`config.mk`:
```
export PLATFORM = sky130hd
export DESIGN_NAME = sopd_rx_flat
export DESIGN_NICKNAME = d
export VERILOG_FILES = /design/src/pkg/sopd_pkg.sv /design/src/pkg/sopd_link_if.sv /design/src/rtl/sopd_rx.sv /design/src/flat_wrapper.sv
export SDC_FILE = /design/constraint.sdc
export NUM_CORES = 1
export LEC_CHECK = 0
export ABC_AREA = 1
export BUFFER_PORTS_ARGS = -buffer_cell sky130_fd_sc_hd__buf_2
export CAP_MARGIN = 20
export CORE_UTILIZATION = 41
export DETAILED_ROUTE_END_ITERATION = 8
export GPL_TIMING_DRIVEN = 0
export PLACE_DENSITY = 0.59
export SLEW_MARGIN = 20
export SYNTH_ARGS = -nofsm -noshare
export SYNTH_HDL_FRONTEND = slang
export SYNTH_SLANG_ARGS = --single-unit
```
`constraint.sdc`:
```
create_clock -name clk -period 4.6 [get_ports clk]
set_clock_uncertainty 0.1 [all_clocks]
set_input_delay 0.46 -clock clk [delete_from_list [all_inputs] [get_ports clk]]
set_output_delay 0.46 -clock clk [all_outputs]
set_load 0.05 [all_outputs]
```
`src/pkg/sopd_pkg.sv`:
```
// Shared constants, types and bit mapping of the seven-to-one pixel link
package sopd_pkg;

    // ------------------------------------------------------------------
    // Link framing
    // ------------------------------------------------------------------
    localparam int SOPD_SLOTS         = 7;     // Bit slots per link clock period
    localparam int SOPD_PAIRS_24      = 4;     // 24-bit colour variant
    localparam int SOPD_PAIRS_18      = 3;     // 18-bit colour variant
    localparam int SOPD_WORD_24       = 28;
    localparam int SOPD_WORD_18       = 21;
    localparam int SOPD_COLOR_BITS_24 = 8;
    localparam int SOPD_COLOR_BITS_18 = 6;
    localparam int SOPD_STROBE_DEN    = 2 * SOPD_SLOTS;  // Strobe k at (2k+1)/14 of period

    // Suggested control positions above the three colour fields
    localparam int SOPD_LINE_SYNC_OFS   = 0;
    localparam int SOPD_FRAME_SYNC_OFS  = 1;
    localparam int SOPD_PIXEL_VALID_OFS = 2;

    // ------------------------------------------------------------------
    // Timing
    // ------------------------------------------------------------------
    localparam int SOPD_CLK_NS        = 40;
    localparam int SOPD_SLOT_CYC      = 4;     // Transmit divider, clocks per slot
    localparam int SOPD_LINK_HI_SLOTS = 4;     // Link clock high for slots 0..3
    localparam int SOPD_LOCK_TIME_MS  = 10;
    localparam int SOPD_LOCK_MAX_CYC  = SOPD_LOCK_TIME_MS * 1000000 / SOPD_CLK_NS;
    localparam int SOPD_SLEEP_TIME_NS = 1000;
    localparam int SOPD_SLEEP_MAX_CYC = SOPD_SLEEP_TIME_NS / SOPD_CLK_NS;
    localparam int SOPD_PIX_HI_CYC    = 2;
    localparam int SOPD_PIX_LO_CYC    = 2;

    // ------------------------------------------------------------------
    // Receive counters and lock
    // ------------------------------------------------------------------
    localparam int SOPD_CNT_W = 8;
    typedef logic [SOPD_CNT_W-1:0] sopd_cnt_t;
    localparam sopd_cnt_t   SOPD_CNT_MAX    = 8'hFF;
    localparam sopd_cnt_t   SOPD_CNT_ONE    = 8'h01;
    localparam logic [2:0]  SOPD_LOCK_MATCH = 3'h4;  // Successive period matches needed for lock
    localparam logic [3:0]  SOPD_SLOT_END   = 4'h7;

    typedef enum logic [2:0] {
        SOPD_PIX_IDLE = 3'h1,
        SOPD_PIX_HIGH = 3'h2,
        SOPD_PIX_LOW  = 3'h4
    } sopd_pix_t;

    // ------------------------------------------------------------------
    // Word bit carried by a given pair and slot
    // ------------------------------------------------------------------
    function automatic int sopd_bit_idx(int pair, int slot);
        return pair * SOPD_SLOTS + slot;
    endfunction

endpackage

```
`src/pkg/sopd_link_if.sv`:
```
// Serial link between the transmit end and the receive end
`timescale 1ns/1ns
interface sopd_link_if #(
    parameter int PAIRS = 4
) ();
    logic             link_clock_pair;
    logic [PAIRS-1:0] serial_data_pair;

    modport tx (
        output link_clock_pair,
        output serial_data_pair
    );

    modport rx (
        input  link_clock_pair,
        input  serial_data_pair
    );
endinterface

```
`src/rtl/sopd_rx.sv`:
```
// Receive end: deserialises the link into parallel pixel words
//
// Overview of operation
// - Seven slots per period, evenly spaced strobes
// - Lock within ten milliseconds; no output before
// - Sleep low forces all outputs low
// - Sleep reaches low outputs within one microsecond
// - Pixel word strobed on pixel clock falling edge
// - Four pairs give twenty-eight outputs
// - Three pairs give twenty-one outputs
// - Pixel clock follows link clock period only while panel_ready stays high
// - Signal to output mapping is system choice
`timescale 1ns/1ns
module sopd_rx
    import sopd_pkg::*;
#(
    parameter int PAIRS          = SOPD_PAIRS_24,
    parameter int WORD_W         = SOPD_SLOTS * PAIRS,
    parameter int LOCK_LIMIT_CYC = SOPD_LOCK_MAX_CYC
) (
    input  wire logic              clk,
    input  wire logic              sys_rst,
    sopd_link_if.rx                link,
    input  wire logic              sleep_n,
    input  wire logic              panel_ready,
    output logic [WORD_W-1:0]      parallel_pixel_out,
    output logic                   pixel_clock_out,
    output logic                   link_locked,
    output logic                   rx_overrun
);

    localparam int LT_W = $clog2(LOCK_LIMIT_CYC + 1);

    // ------------------------------------------------------------------
    // State
    // ------------------------------------------------------------------
    typedef struct packed {
        logic                   clk_s1;
        logic                   clk_s2;
        logic                   clk_s3;
        logic [PAIRS-1:0]       dat_s1;
        logic [PAIRS-1:0]       dat_s2;
        logic                   slp_s1;
        logic                   slp_s2;
        sopd_cnt_t              cnt;
        sopd_cnt_t              period;
        logic [2:0]             match;
        logic                   locked;
        logic [LT_W-1:0]        acq;
        logic [3:0]             slot;
        logic [WORD_W-1:0]      shreg;
        logic [1:0][WORD_W-1:0] mem;
        logic                   wr_ptr;
        logic                   rd_ptr;
        logic [1:0]             fill;
        sopd_pix_t              pst;
        logic [1:0]             pcnt;
        logic [WORD_W-1:0]      pix;
        logic                   pclk;
        logic                   overrun;
    } sopd_rx_st_t;

    localparam sopd_rx_st_t RX_RST = '{pst: SOPD_PIX_IDLE, default: '0};

    sopd_rx_st_t r_ff;
    sopd_rx_st_t nxt_r;

    // ------------------------------------------------------------------
    // Strobe k falls due at (2k+1)/14 of the measured period
    // ------------------------------------------------------------------
    function automatic logic strobe_due(sopd_cnt_t cnt, logic [3:0] slot, sopd_cnt_t period);
        logic [15:0] lhs;
        logic [15:0] rhs;
        lhs = (16'(cnt) + 16'h0001) * 16'(SOPD_STROBE_DEN);
        rhs = (16'(slot) * 16'h0002 + 16'h0001) * 16'(period);
        return lhs >= rhs;
    endfunction

    // ------------------------------------------------------------------
    // Next state
    // ------------------------------------------------------------------
    always_comb begin
        logic      rise;
        logic      push;
        logic      pop;
        logic      buf_ready;
        sopd_cnt_t cnt_plus;
        nxt_r     = r_ff;
        push      = 1'b0;
        pop       = 1'b0;
        buf_ready = (r_ff.fill != 2'h2);
        cnt_plus  = r_ff.cnt + SOPD_CNT_ONE;
        rise      = r_ff.clk_s2 & ~r_ff.clk_s3;

        // Pins cross in through two flops each
        nxt_r.clk_s1 = link.link_clock_pair;
        nxt_r.clk_s2 = r_ff.clk_s1;
        nxt_r.clk_s3 = r_ff.clk_s2;
        nxt_r.dat_s1 = link.serial_data_pair;
        nxt_r.dat_s2 = r_ff.dat_s1;
        nxt_r.slp_s1 = sleep_n;
        nxt_r.slp_s2 = r_ff.slp_s1;

        // Period tracking and slot sampling
        if (rise) begin
            nxt_r.cnt    = '0;
            nxt_r.slot   = '0;
            nxt_r.shreg  = '0;
            nxt_r.period = cnt_plus;
            if (cnt_plus == r_ff.period) begin
                if (r_ff.match != SOPD_LOCK_MATCH) begin
                    nxt_r.match = r_ff.match + 3'h1;
                end
            end else begin
                nxt_r.match = '0;
            end
            nxt_r.locked = (nxt_r.match == SOPD_LOCK_MATCH);
            // Only complete words from a locked link are passed on
            if (r_ff.locked && r_ff.slot == SOPD_SLOT_END) begin
                if (buf_ready) begin
                    push = 1'b1;
                end else begin
                    nxt_r.overrun = 1'b1;
                end
            end
        end else begin
            if (r_ff.cnt != SOPD_CNT_MAX) begin
                nxt_r.cnt = cnt_plus;
            end else begin
                // Link clock stopped: forget the period
                nxt_r.period = '0;
                nxt_r.match  = '0;
                nxt_r.locked = 1'b0;
            end
            if (r_ff.slot != SOPD_SLOT_END && r_ff.period != '0
                && strobe_due(r_ff.cnt, r_ff.slot, r_ff.period)) begin
                for (int p = 0; p < PAIRS; p++) begin
                    nxt_r.shreg[sopd_bit_idx(p, int'(r_ff.slot))] = r_ff.dat_s2[p];
                end
                nxt_r.slot = r_ff.slot + 4'h1;
            end
        end

        // Acquisition restarts if lock takes longer than allowed
        if (r_ff.locked) begin
            nxt_r.acq = '0;
        end else if (r_ff.acq == LT_W'(LOCK_LIMIT_CYC - 1)) begin
            nxt_r.acq    = '0;
            nxt_r.period = '0;
            nxt_r.match  = '0;
        end else begin
            nxt_r.acq = r_ff.acq + LT_W'(1);
        end

        // Pixel output stage: rise with data, fall as strobe
        unique case (r_ff.pst)
            SOPD_PIX_IDLE: begin
                if (r_ff.fill != '0 && panel_ready) begin
                    pop           = 1'b1;
                    nxt_r.pix     = r_ff.mem[r_ff.rd_ptr];
                    nxt_r.pclk    = 1'b1;
                    nxt_r.pcnt    = '0;
                    nxt_r.pst     = SOPD_PIX_HIGH;
                end
            end
            SOPD_PIX_HIGH: begin
                nxt_r.pcnt = r_ff.pcnt + 2'h1;
                if (r_ff.pcnt == 2'(SOPD_PIX_HI_CYC - 1)) begin
                    nxt_r.pclk = 1'b0;
                    nxt_r.pcnt = '0;
                    nxt_r.pst  = SOPD_PIX_LOW;
                end
            end
            SOPD_PIX_LOW: begin
                nxt_r.pcnt = r_ff.pcnt + 2'h1;
                if (r_ff.pcnt == 2'(SOPD_PIX_LO_CYC - 1)) begin
                    nxt_r.pcnt = '0;
                    nxt_r.pst  = SOPD_PIX_IDLE;
                end
            end
            default: begin
                nxt_r.pst  = SOPD_PIX_IDLE;
                nxt_r.pclk = 1'b0;
            end
        endcase

        // Two-entry buffer between link and panel
        if (push) begin
            nxt_r.mem[r_ff.wr_ptr] = r_ff.shreg;
            nxt_r.wr_ptr           = ~r_ff.wr_ptr;
        end
        if (pop) begin
            nxt_r.rd_ptr = ~r_ff.rd_ptr;
        end
        unique case ({push, pop})
            2'b10:   nxt_r.fill = r_ff.fill + 2'h1;
            2'b01:   nxt_r.fill = r_ff.fill - 2'h1;
            default: nxt_r.fill = r_ff.fill;
        endcase

        // Sleep clears everything but the synchronisers; three clocks from pin
        if (!r_ff.slp_s2) begin
            nxt_r        = RX_RST;
            nxt_r.clk_s1 = link.link_clock_pair;
            nxt_r.clk_s2 = r_ff.clk_s1;
            nxt_r.clk_s3 = r_ff.clk_s2;
            nxt_r.dat_s1 = link.serial_data_pair;
            nxt_r.dat_s2 = r_ff.dat_s1;
            nxt_r.slp_s1 = sleep_n;
            nxt_r.slp_s2 = r_ff.slp_s1;
        end
    end

    // ------------------------------------------------------------------
    // Register
    // ------------------------------------------------------------------
    always_ff @(posedge clk) begin
        if (sys_rst) begin
            r_ff <= RX_RST;
        end else begin
            r_ff <= nxt_r;
        end
    end

    // ------------------------------------------------------------------
    // Outputs, all from flops; width set by PAIRS
    // ------------------------------------------------------------------
    assign parallel_pixel_out = r_ff.pix;
    assign pixel_clock_out    = r_ff.pclk;
    assign link_locked        = r_ff.locked;
    assign rx_overrun         = r_ff.overrun;

endmodule

```
`src/flat_wrapper.sv`:
```
// flat-port wrapper written by rule: the top's interface ports become plain ports
module sopd_rx_flat import sopd_pkg::*;
#(
    parameter int PAIRS          = SOPD_PAIRS_24,
    parameter int WORD_W         = SOPD_SLOTS * PAIRS,
    parameter int LOCK_LIMIT_CYC = SOPD_LOCK_MAX_CYC
)
  (clk, sys_rst, sleep_n, panel_ready, parallel_pixel_out, pixel_clock_out, link_locked, rx_overrun, link_link_clock_pair, link_serial_data_pair);
  sopd_link_if #(.PAIRS(PAIRS)) link_i ();
  input  wire logic clk;
  input  wire logic sys_rst;
  input  wire logic sleep_n;
  input  wire logic panel_ready;
  output logic [WORD_W-1:0] parallel_pixel_out;
  output logic pixel_clock_out;
  output logic link_locked;
  output logic rx_overrun;
  input wire logic [$bits(link_i.link_clock_pair)-1:0] link_link_clock_pair;
  input wire logic [$bits(link_i.serial_data_pair)-1:0] link_serial_data_pair;
  assign link_i.link_clock_pair = link_link_clock_pair;
  assign link_i.serial_data_pair = link_serial_data_pair;
  sopd_rx #(.PAIRS(PAIRS), .WORD_W(WORD_W), .LOCK_LIMIT_CYC(LOCK_LIMIT_CYC)) u_core (.clk(clk), .sys_rst(sys_rst), .link(link_i), .sleep_n(sleep_n), .panel_ready(panel_ready), .parallel_pixel_out(parallel_pixel_out), .pixel_clock_out(pixel_clock_out), .link_locked(link_locked), .rx_overrun(rx_overrun));
endmodule
```
# --- Word level (Yosys, flattened, before mapping) ---
# Index checks and enable logic that the tools add are counted.
word_totals:
  ff_bits: 178
  inputBits: 9
  out_inout_bits: 31
  elab_cells: 134
op_classes:
  n_addsub: 12
  n_mul: 2
  order_cmp: 12
  n_eq_ne: 18
  mux: 38
  bitwise_logic: 7
  n_reduce_logical: 21
op_table:
  columns: ["op", "n"]
  rows:
  - ["28-bit bitwise mux", 4]
  - ["32-bit by 1-bit >= comparator with 1-bit output (second input constant)", 3]
  - ["32-bit by 7-bit less-than comparator with 1-bit output (second input constant)", 3]
  - ["28-bit 2-to-1 mux", 3]
  - ["56-bit bitwise mux", 1]
  - ["34-bit 2-to-1 mux", 1]
  - ["28-bit demux with 1-bit select", 1]
  - ["11-bit 2-to-1 mux", 2]
  - ["20-bit 2-to-1 mux", 1]
  - ["18-bit by 1-bit adder with 18-bit output (second input constant)", 1]
  - ["18-bit == test (second input constant)", 1]
  - ["16-bit >= comparator", 1]
  - ["16-bit by 3-bit multiplier with 15-bit output (second input constant)", 1]
  - ["16-bit by 8-bit multiplier with 16-bit output", 1]
  - ["1-bit demux with 5-bit select", 3]
  - ["12-bit 2-to-1 mux", 1]
  - ["1-bit 2-to-1 mux", 10]
  - ["5-bit 2-to-1 mux", 2]
  - ["8-bit by 1-bit adder with 9-bit output (second input constant)", 1]
  - ["1-bit logical AND", 9]
  - ["3-bit 2-to-1 mux", 3]
  - ["3-bit case mux with 3 select lines", 1]
  - ["3-bit AND reduction", 3]
  - ["8-bit by 1-bit adder with 8-bit output (second input constant)", 1]
  - ["other kinds (38)", 52]

# --- Longest topological paths before layout ---
depth:
  word_depth: 8
  ltp_mapped: 32
  mapped_depth_nobuf: 30

# --- Worst setup path after synthesis ---
# No wires, ideal clock.
synth_timing:
  path_kind: "register to register"
  from: "register u_core.r_ff[123] in the netlist's numbering"
  to: "register u_core.r_ff[118] in the netlist's numbering"
  setup_time_ns: 0.065
  arrival_time_ns: 4.785
  t_required_ns: 4.435
  setup_slack_ns: -0.350
  stages_incl_launch_ff: 29
  n_path_buf: 3
  period_less_slack_ns: 4.950
  cell_sequence: "dfxtp_1 -> clkbuf_1 -> nand2_1 -> fa_1 -> inv_1 -> fa_1 -> inv_1 -> fa_1 -> inv_1 -> ha_1 -> a21oi_1 -> o21ai_0 -> a21oi_1 -> nor2_1 -> o21ai_0 -> nand2_1 -> xor2_1 -> ha_1 -> nand2_1 -> o21a_1 -> nand2_1 -> nand2_1 -> nand2_1 -> buf_2 -> buf_2 -> nand3_1 -> nand2_1 -> inv_1 -> nor2_1"
synth_via:
  elab_chain_cells: 8
  word_cells_on_any_way: 27
  cone_classes: "add/sub: 4; mul: 1; order compare: 7; eq/ne: 1; mux: 9; reduce/logical: 5"
synth_rtl:
  columns: ["element", "line", "rtl"]
  rows:
  - ["start, declared", "sopd_rx.sv:65", "sopd_rx_st_t r_ff;"]
  - ["start signal, assigned", "sopd_rx.sv:221", "r_ff <= nxt_r;"]
  - ["branches (longest 8 deep; another with 16-bit by 8-bit multiplier with 16-bit output)", null, null]
# Parallel ways; which one is timed is not known.
# A chain may end at the register's enable or synchronous reset.

# --- Worst setup path in the final report ---
layout_timing:
  from: "register u_core.r_ff[155] in the netlist's numbering"
  to: "register u_core.r_ff[126] in the netlist's numbering"
layout_via:
  elab_chain_cells: 3
  word_cells_on_any_way: 5
  cone_classes: "mul: 1; order compare: 1; reduce/logical: 3"
layout_rtl:
  columns: ["element", "line", "rtl"]
  rows:
  - ["16-bit by 8-bit multiplier with 16-bit output or 8-bit nonzero test (tied branches)", "sopd_rx.sv:75, sopd_rx.sv:135", null]
  - ["16-bit >= comparator or 1-bit logical AND (tied branches)", "sopd_rx.sv:76, sopd_rx.sv:135", null]
  - ["1-bit logical AND (*)", "sopd_rx.sv:136", "&& strobe_due(r_ff.cnt, r_ff.slot, r_ff.period)) begin"]
# Mark *: on every way between the ends. The rest lies on a longest branch, timed or not.

==> reports/results.ini <==
[die]
chipWidth_um = 170
start_util_pct = 42.3
std_cell_rows = 60
io_pins = 40
die-area_sq_um = 28800
die_y_um = 170
coreArea_sq_um = 27300

[timing]
fin_crit_sh_pct = 99.0
timing_hold_violations_final = 0
hold_ws_ns = 0.123
fin_crit_ns = 4.55
max_freq_mhz = 220
setup_tns_ns = 0
slew_headroom_pct = 45.0
finalSetupViolCount = 0
drv_slew = 0
worst_pin_slew_ns = 0.819
grt_setup_unrepaired = true

[critical_path]
path_class = register to register
r2r_start = u_core.r_ff[155]
ff2ff_setup_slack_ns = 0.05
worstPathMaxFanout = 6
slowest_delay_ns = 0.54
cp_top_family = adder cells
r2r_end = u_core.r_ff[126]
reg2reg_depth = 23
start_kind = register
worstPathArrival_ns = 4.80
path_cells = inv_4, fa_1, inv_1, fa_1, inv_1, fa_1, inv_2, ha_4, a21oi_4, o21a_1, o21ai_2, a31oi_1, xor2_1, ha_1, a21oi_2, o21a_1, nand2_2, nand2_2, nand2_4, buf_8, nand2_2, nand2_1, a21oi_1
critPathCaptureType = register
cp_slowest_cell = fa_1
required_ns = 4.85
critical_path_buf_inv_count = 5

[cts]
cts_root_buf = clkbuf_16
path_clk_slew_ns = 0.07
tritoncts = yes
cts_max_level = 4
clock_path_buffers = 2
clkLatencyLatePin_ns = 0.44
cts_buffers = 17
cts.sinks = 178

[synth]
syn_area_sq_um = 11500
synth_cells = 1716
yosys.area.top_type = dfxtp_1
synth.top_cell.area_share_pct = 30.9
synthDistinctLibCells = 41
ys_ff_latch = 178
async_flop_share_pct = 0
dominantRegCellSynth = dfxtp_1
avgSynthCellArea_sq_um = 6.71
synth_edf_count = 0
synthTopCellsByArea = dfxtp_1 31%, nand2_1 13%, inv_1 8.4%, ha_1 7.3%, nor2_1 5.7%
syn_nets = 1819
ys_warn_count = 0
ys_seq_area_share_pct = 30.9

[routing]
wire_per_inst_um = 14.0
vias = 10756
first_pass_iters = 7
drt_iter0_markers = 695
vias_per_cell = 4.93
drtAntennaViolNets = 0
drc = 0
wirelength_um = 30500

[global_route]
grt_overflow = 0
antenna_found_initial = 0
grt_pass1_vias = 10204
grt_pass1_wl_um = 50800
grt_usage_pct = 21.9
grt_max_degree = 20

[place]
dp_hpwl_um = 23600
io_buffers = 39
gp_congestion = 0.930
placed_area_sq_um = 12300

[power]
p_total_uw = 3110
leakagePower_uw = 0.00588
ir_drop_uv = 218
powerDensity_nw_per_um2 = 233

[hold_path]
min-delay-start = sleep_n
whs_endpoint = u_core.r_ff[166]
hp-class = input pin to register
min_path_cells = 3

[outcome]
status = finished, final reports clean

[final_layout]
final_core_util_pct = 49.0
nets = 1900
final_area_sq_um = 13300
syn_to_final_growth_pct = 15.9
drive_above_1_share_pct = 13.3
n_antenna_cell = 0

[run]
maxCapViolations = 0

-- flip-flops by register name, summed over array words and instances (netlist names) --
register	cells
u_core.link_locked	1
u_core.rx_overrun	1
u_core.pixel_clock_out	1
u_core.parallel_pixel_out	28
u_core.r_ff	147
-- worst max-delay path by stage --
stage                                start                to  slack (ns)  depth (start not counted)
after detailed placement  u_core.r_ff[154]  u_core.r_ff[118]       -0.85                         23
after CTS                 u_core.r_ff[153]  u_core.r_ff[101]      -0.007                         25
final                     u_core.r_ff[155]  u_core.r_ff[126]        0.05                         23
after global routing      u_core.r_ff[155]  u_core.r_ff[120]       -0.25                         27
after floorplan           u_core.r_ff[124]  u_core.r_ff[118]        0.01                         28
after global placement    u_core.r_ff[154]  u_core.r_ff[118]       -0.82                         23
-- repair_timing --
| action | 4_1_cts | 5_1_grt |
|---|---|---|
| resized for setup | 54 | 36 |
| pin swaps | 20 | 32 |
| setup buffers | 21 | 4 |
| cloned | 1 | 1 |
| hold buffers | 0 | 0 |
| setup endpoints to repair | 32 | 32 |
-- cells by family after synthesis --
family	count (synthesis)	share of synthesized area, %
and+or+nand+nor	747	27.8
buffers and inverters	372	13.4
AOI/OAI and AO/OA	299	13.9
DFF	178	30.9
adders and majority gates	94	12.0
xor gates and xnor gates	26	1.98
-- metal layers --
| layer | GRT usage [%] | vias to the layer above | wire length, um |
|---|---|---|---|
| li1 | - | 5630 | - |
| met1 | 28.9 | 4848 | 14600 |
| met2 | 37.3 | 246 | 14200 |
| met3 | 3.06 | 32 | 1220 |
| met4 | 6.07 | 0 | 490 |
| met5 | 0 | - | 0 |
-- stage by stage --
stage	setup slack, ns	std cells
global placement	-0.820	2127
finish	0.0481	2182
CTS	-0.00661	2177
global route	-0.250	2182
detailed placement	-0.846	2127
floorplan	0.0150	1716
-- cell type report --
cell class,count,area (sq um)
Multi-Input combinational cell,1166,6650
Fill cell,2821,13900
Clock buffer,17,425
Clock inverter,15,169
Tap cell,372,465
Timing Repair Buffer,66,432
Buffer,96,576
Sequential cell,178,3600
Inverter,272,1030
-- power by group --
group          switching [uW]  internal [uW]  leakage, uW
clock                     735            732     0.000289
sequential               2.61           1540      0.00144
combinational            66.5           34.0      0.00415
total                     804           2310      0.00588
-- synth_stat cells (27+ instances only) --
cell,instances
ha_1,67
o21ai_0,95
nor2_1,176
nand2_1,386
a31oi_1,30
o21ai_1,28
inv_1,259
nand3_1,96
buf_4,35
fa_1,27
dfxtp_1,178
clkbuf_1,48
nand4_1,39
a21oi_1,120
-- worst min-delay path: stages --
cell	delay, ns
buf_2	0.09
inv_1	0.04
nor2_1	0.03
-- placed cells by master (no fill, tap or decap), types with 12 or more instances in the layout --
master,netlist,final
a21oi_1,120,112
a31oi_1,30,30
buf_2,13,47
buf_4,35,58
clkbuf_1,48,43
clkbuf_16,0,18
dfxtp_1,178,166
fa_1,27,27
ha_1,67,61
inv_1,259,253
inv_2,9,13
nand2_1,386,375
nand2_2,2,12
nand3_1,96,86
nand4_1,39,39
nor2_1,176,173
o21ai_0,95,89
o21ai_1,28,31
xor2_1,18,18
Power figures use the tool's default switching activity.
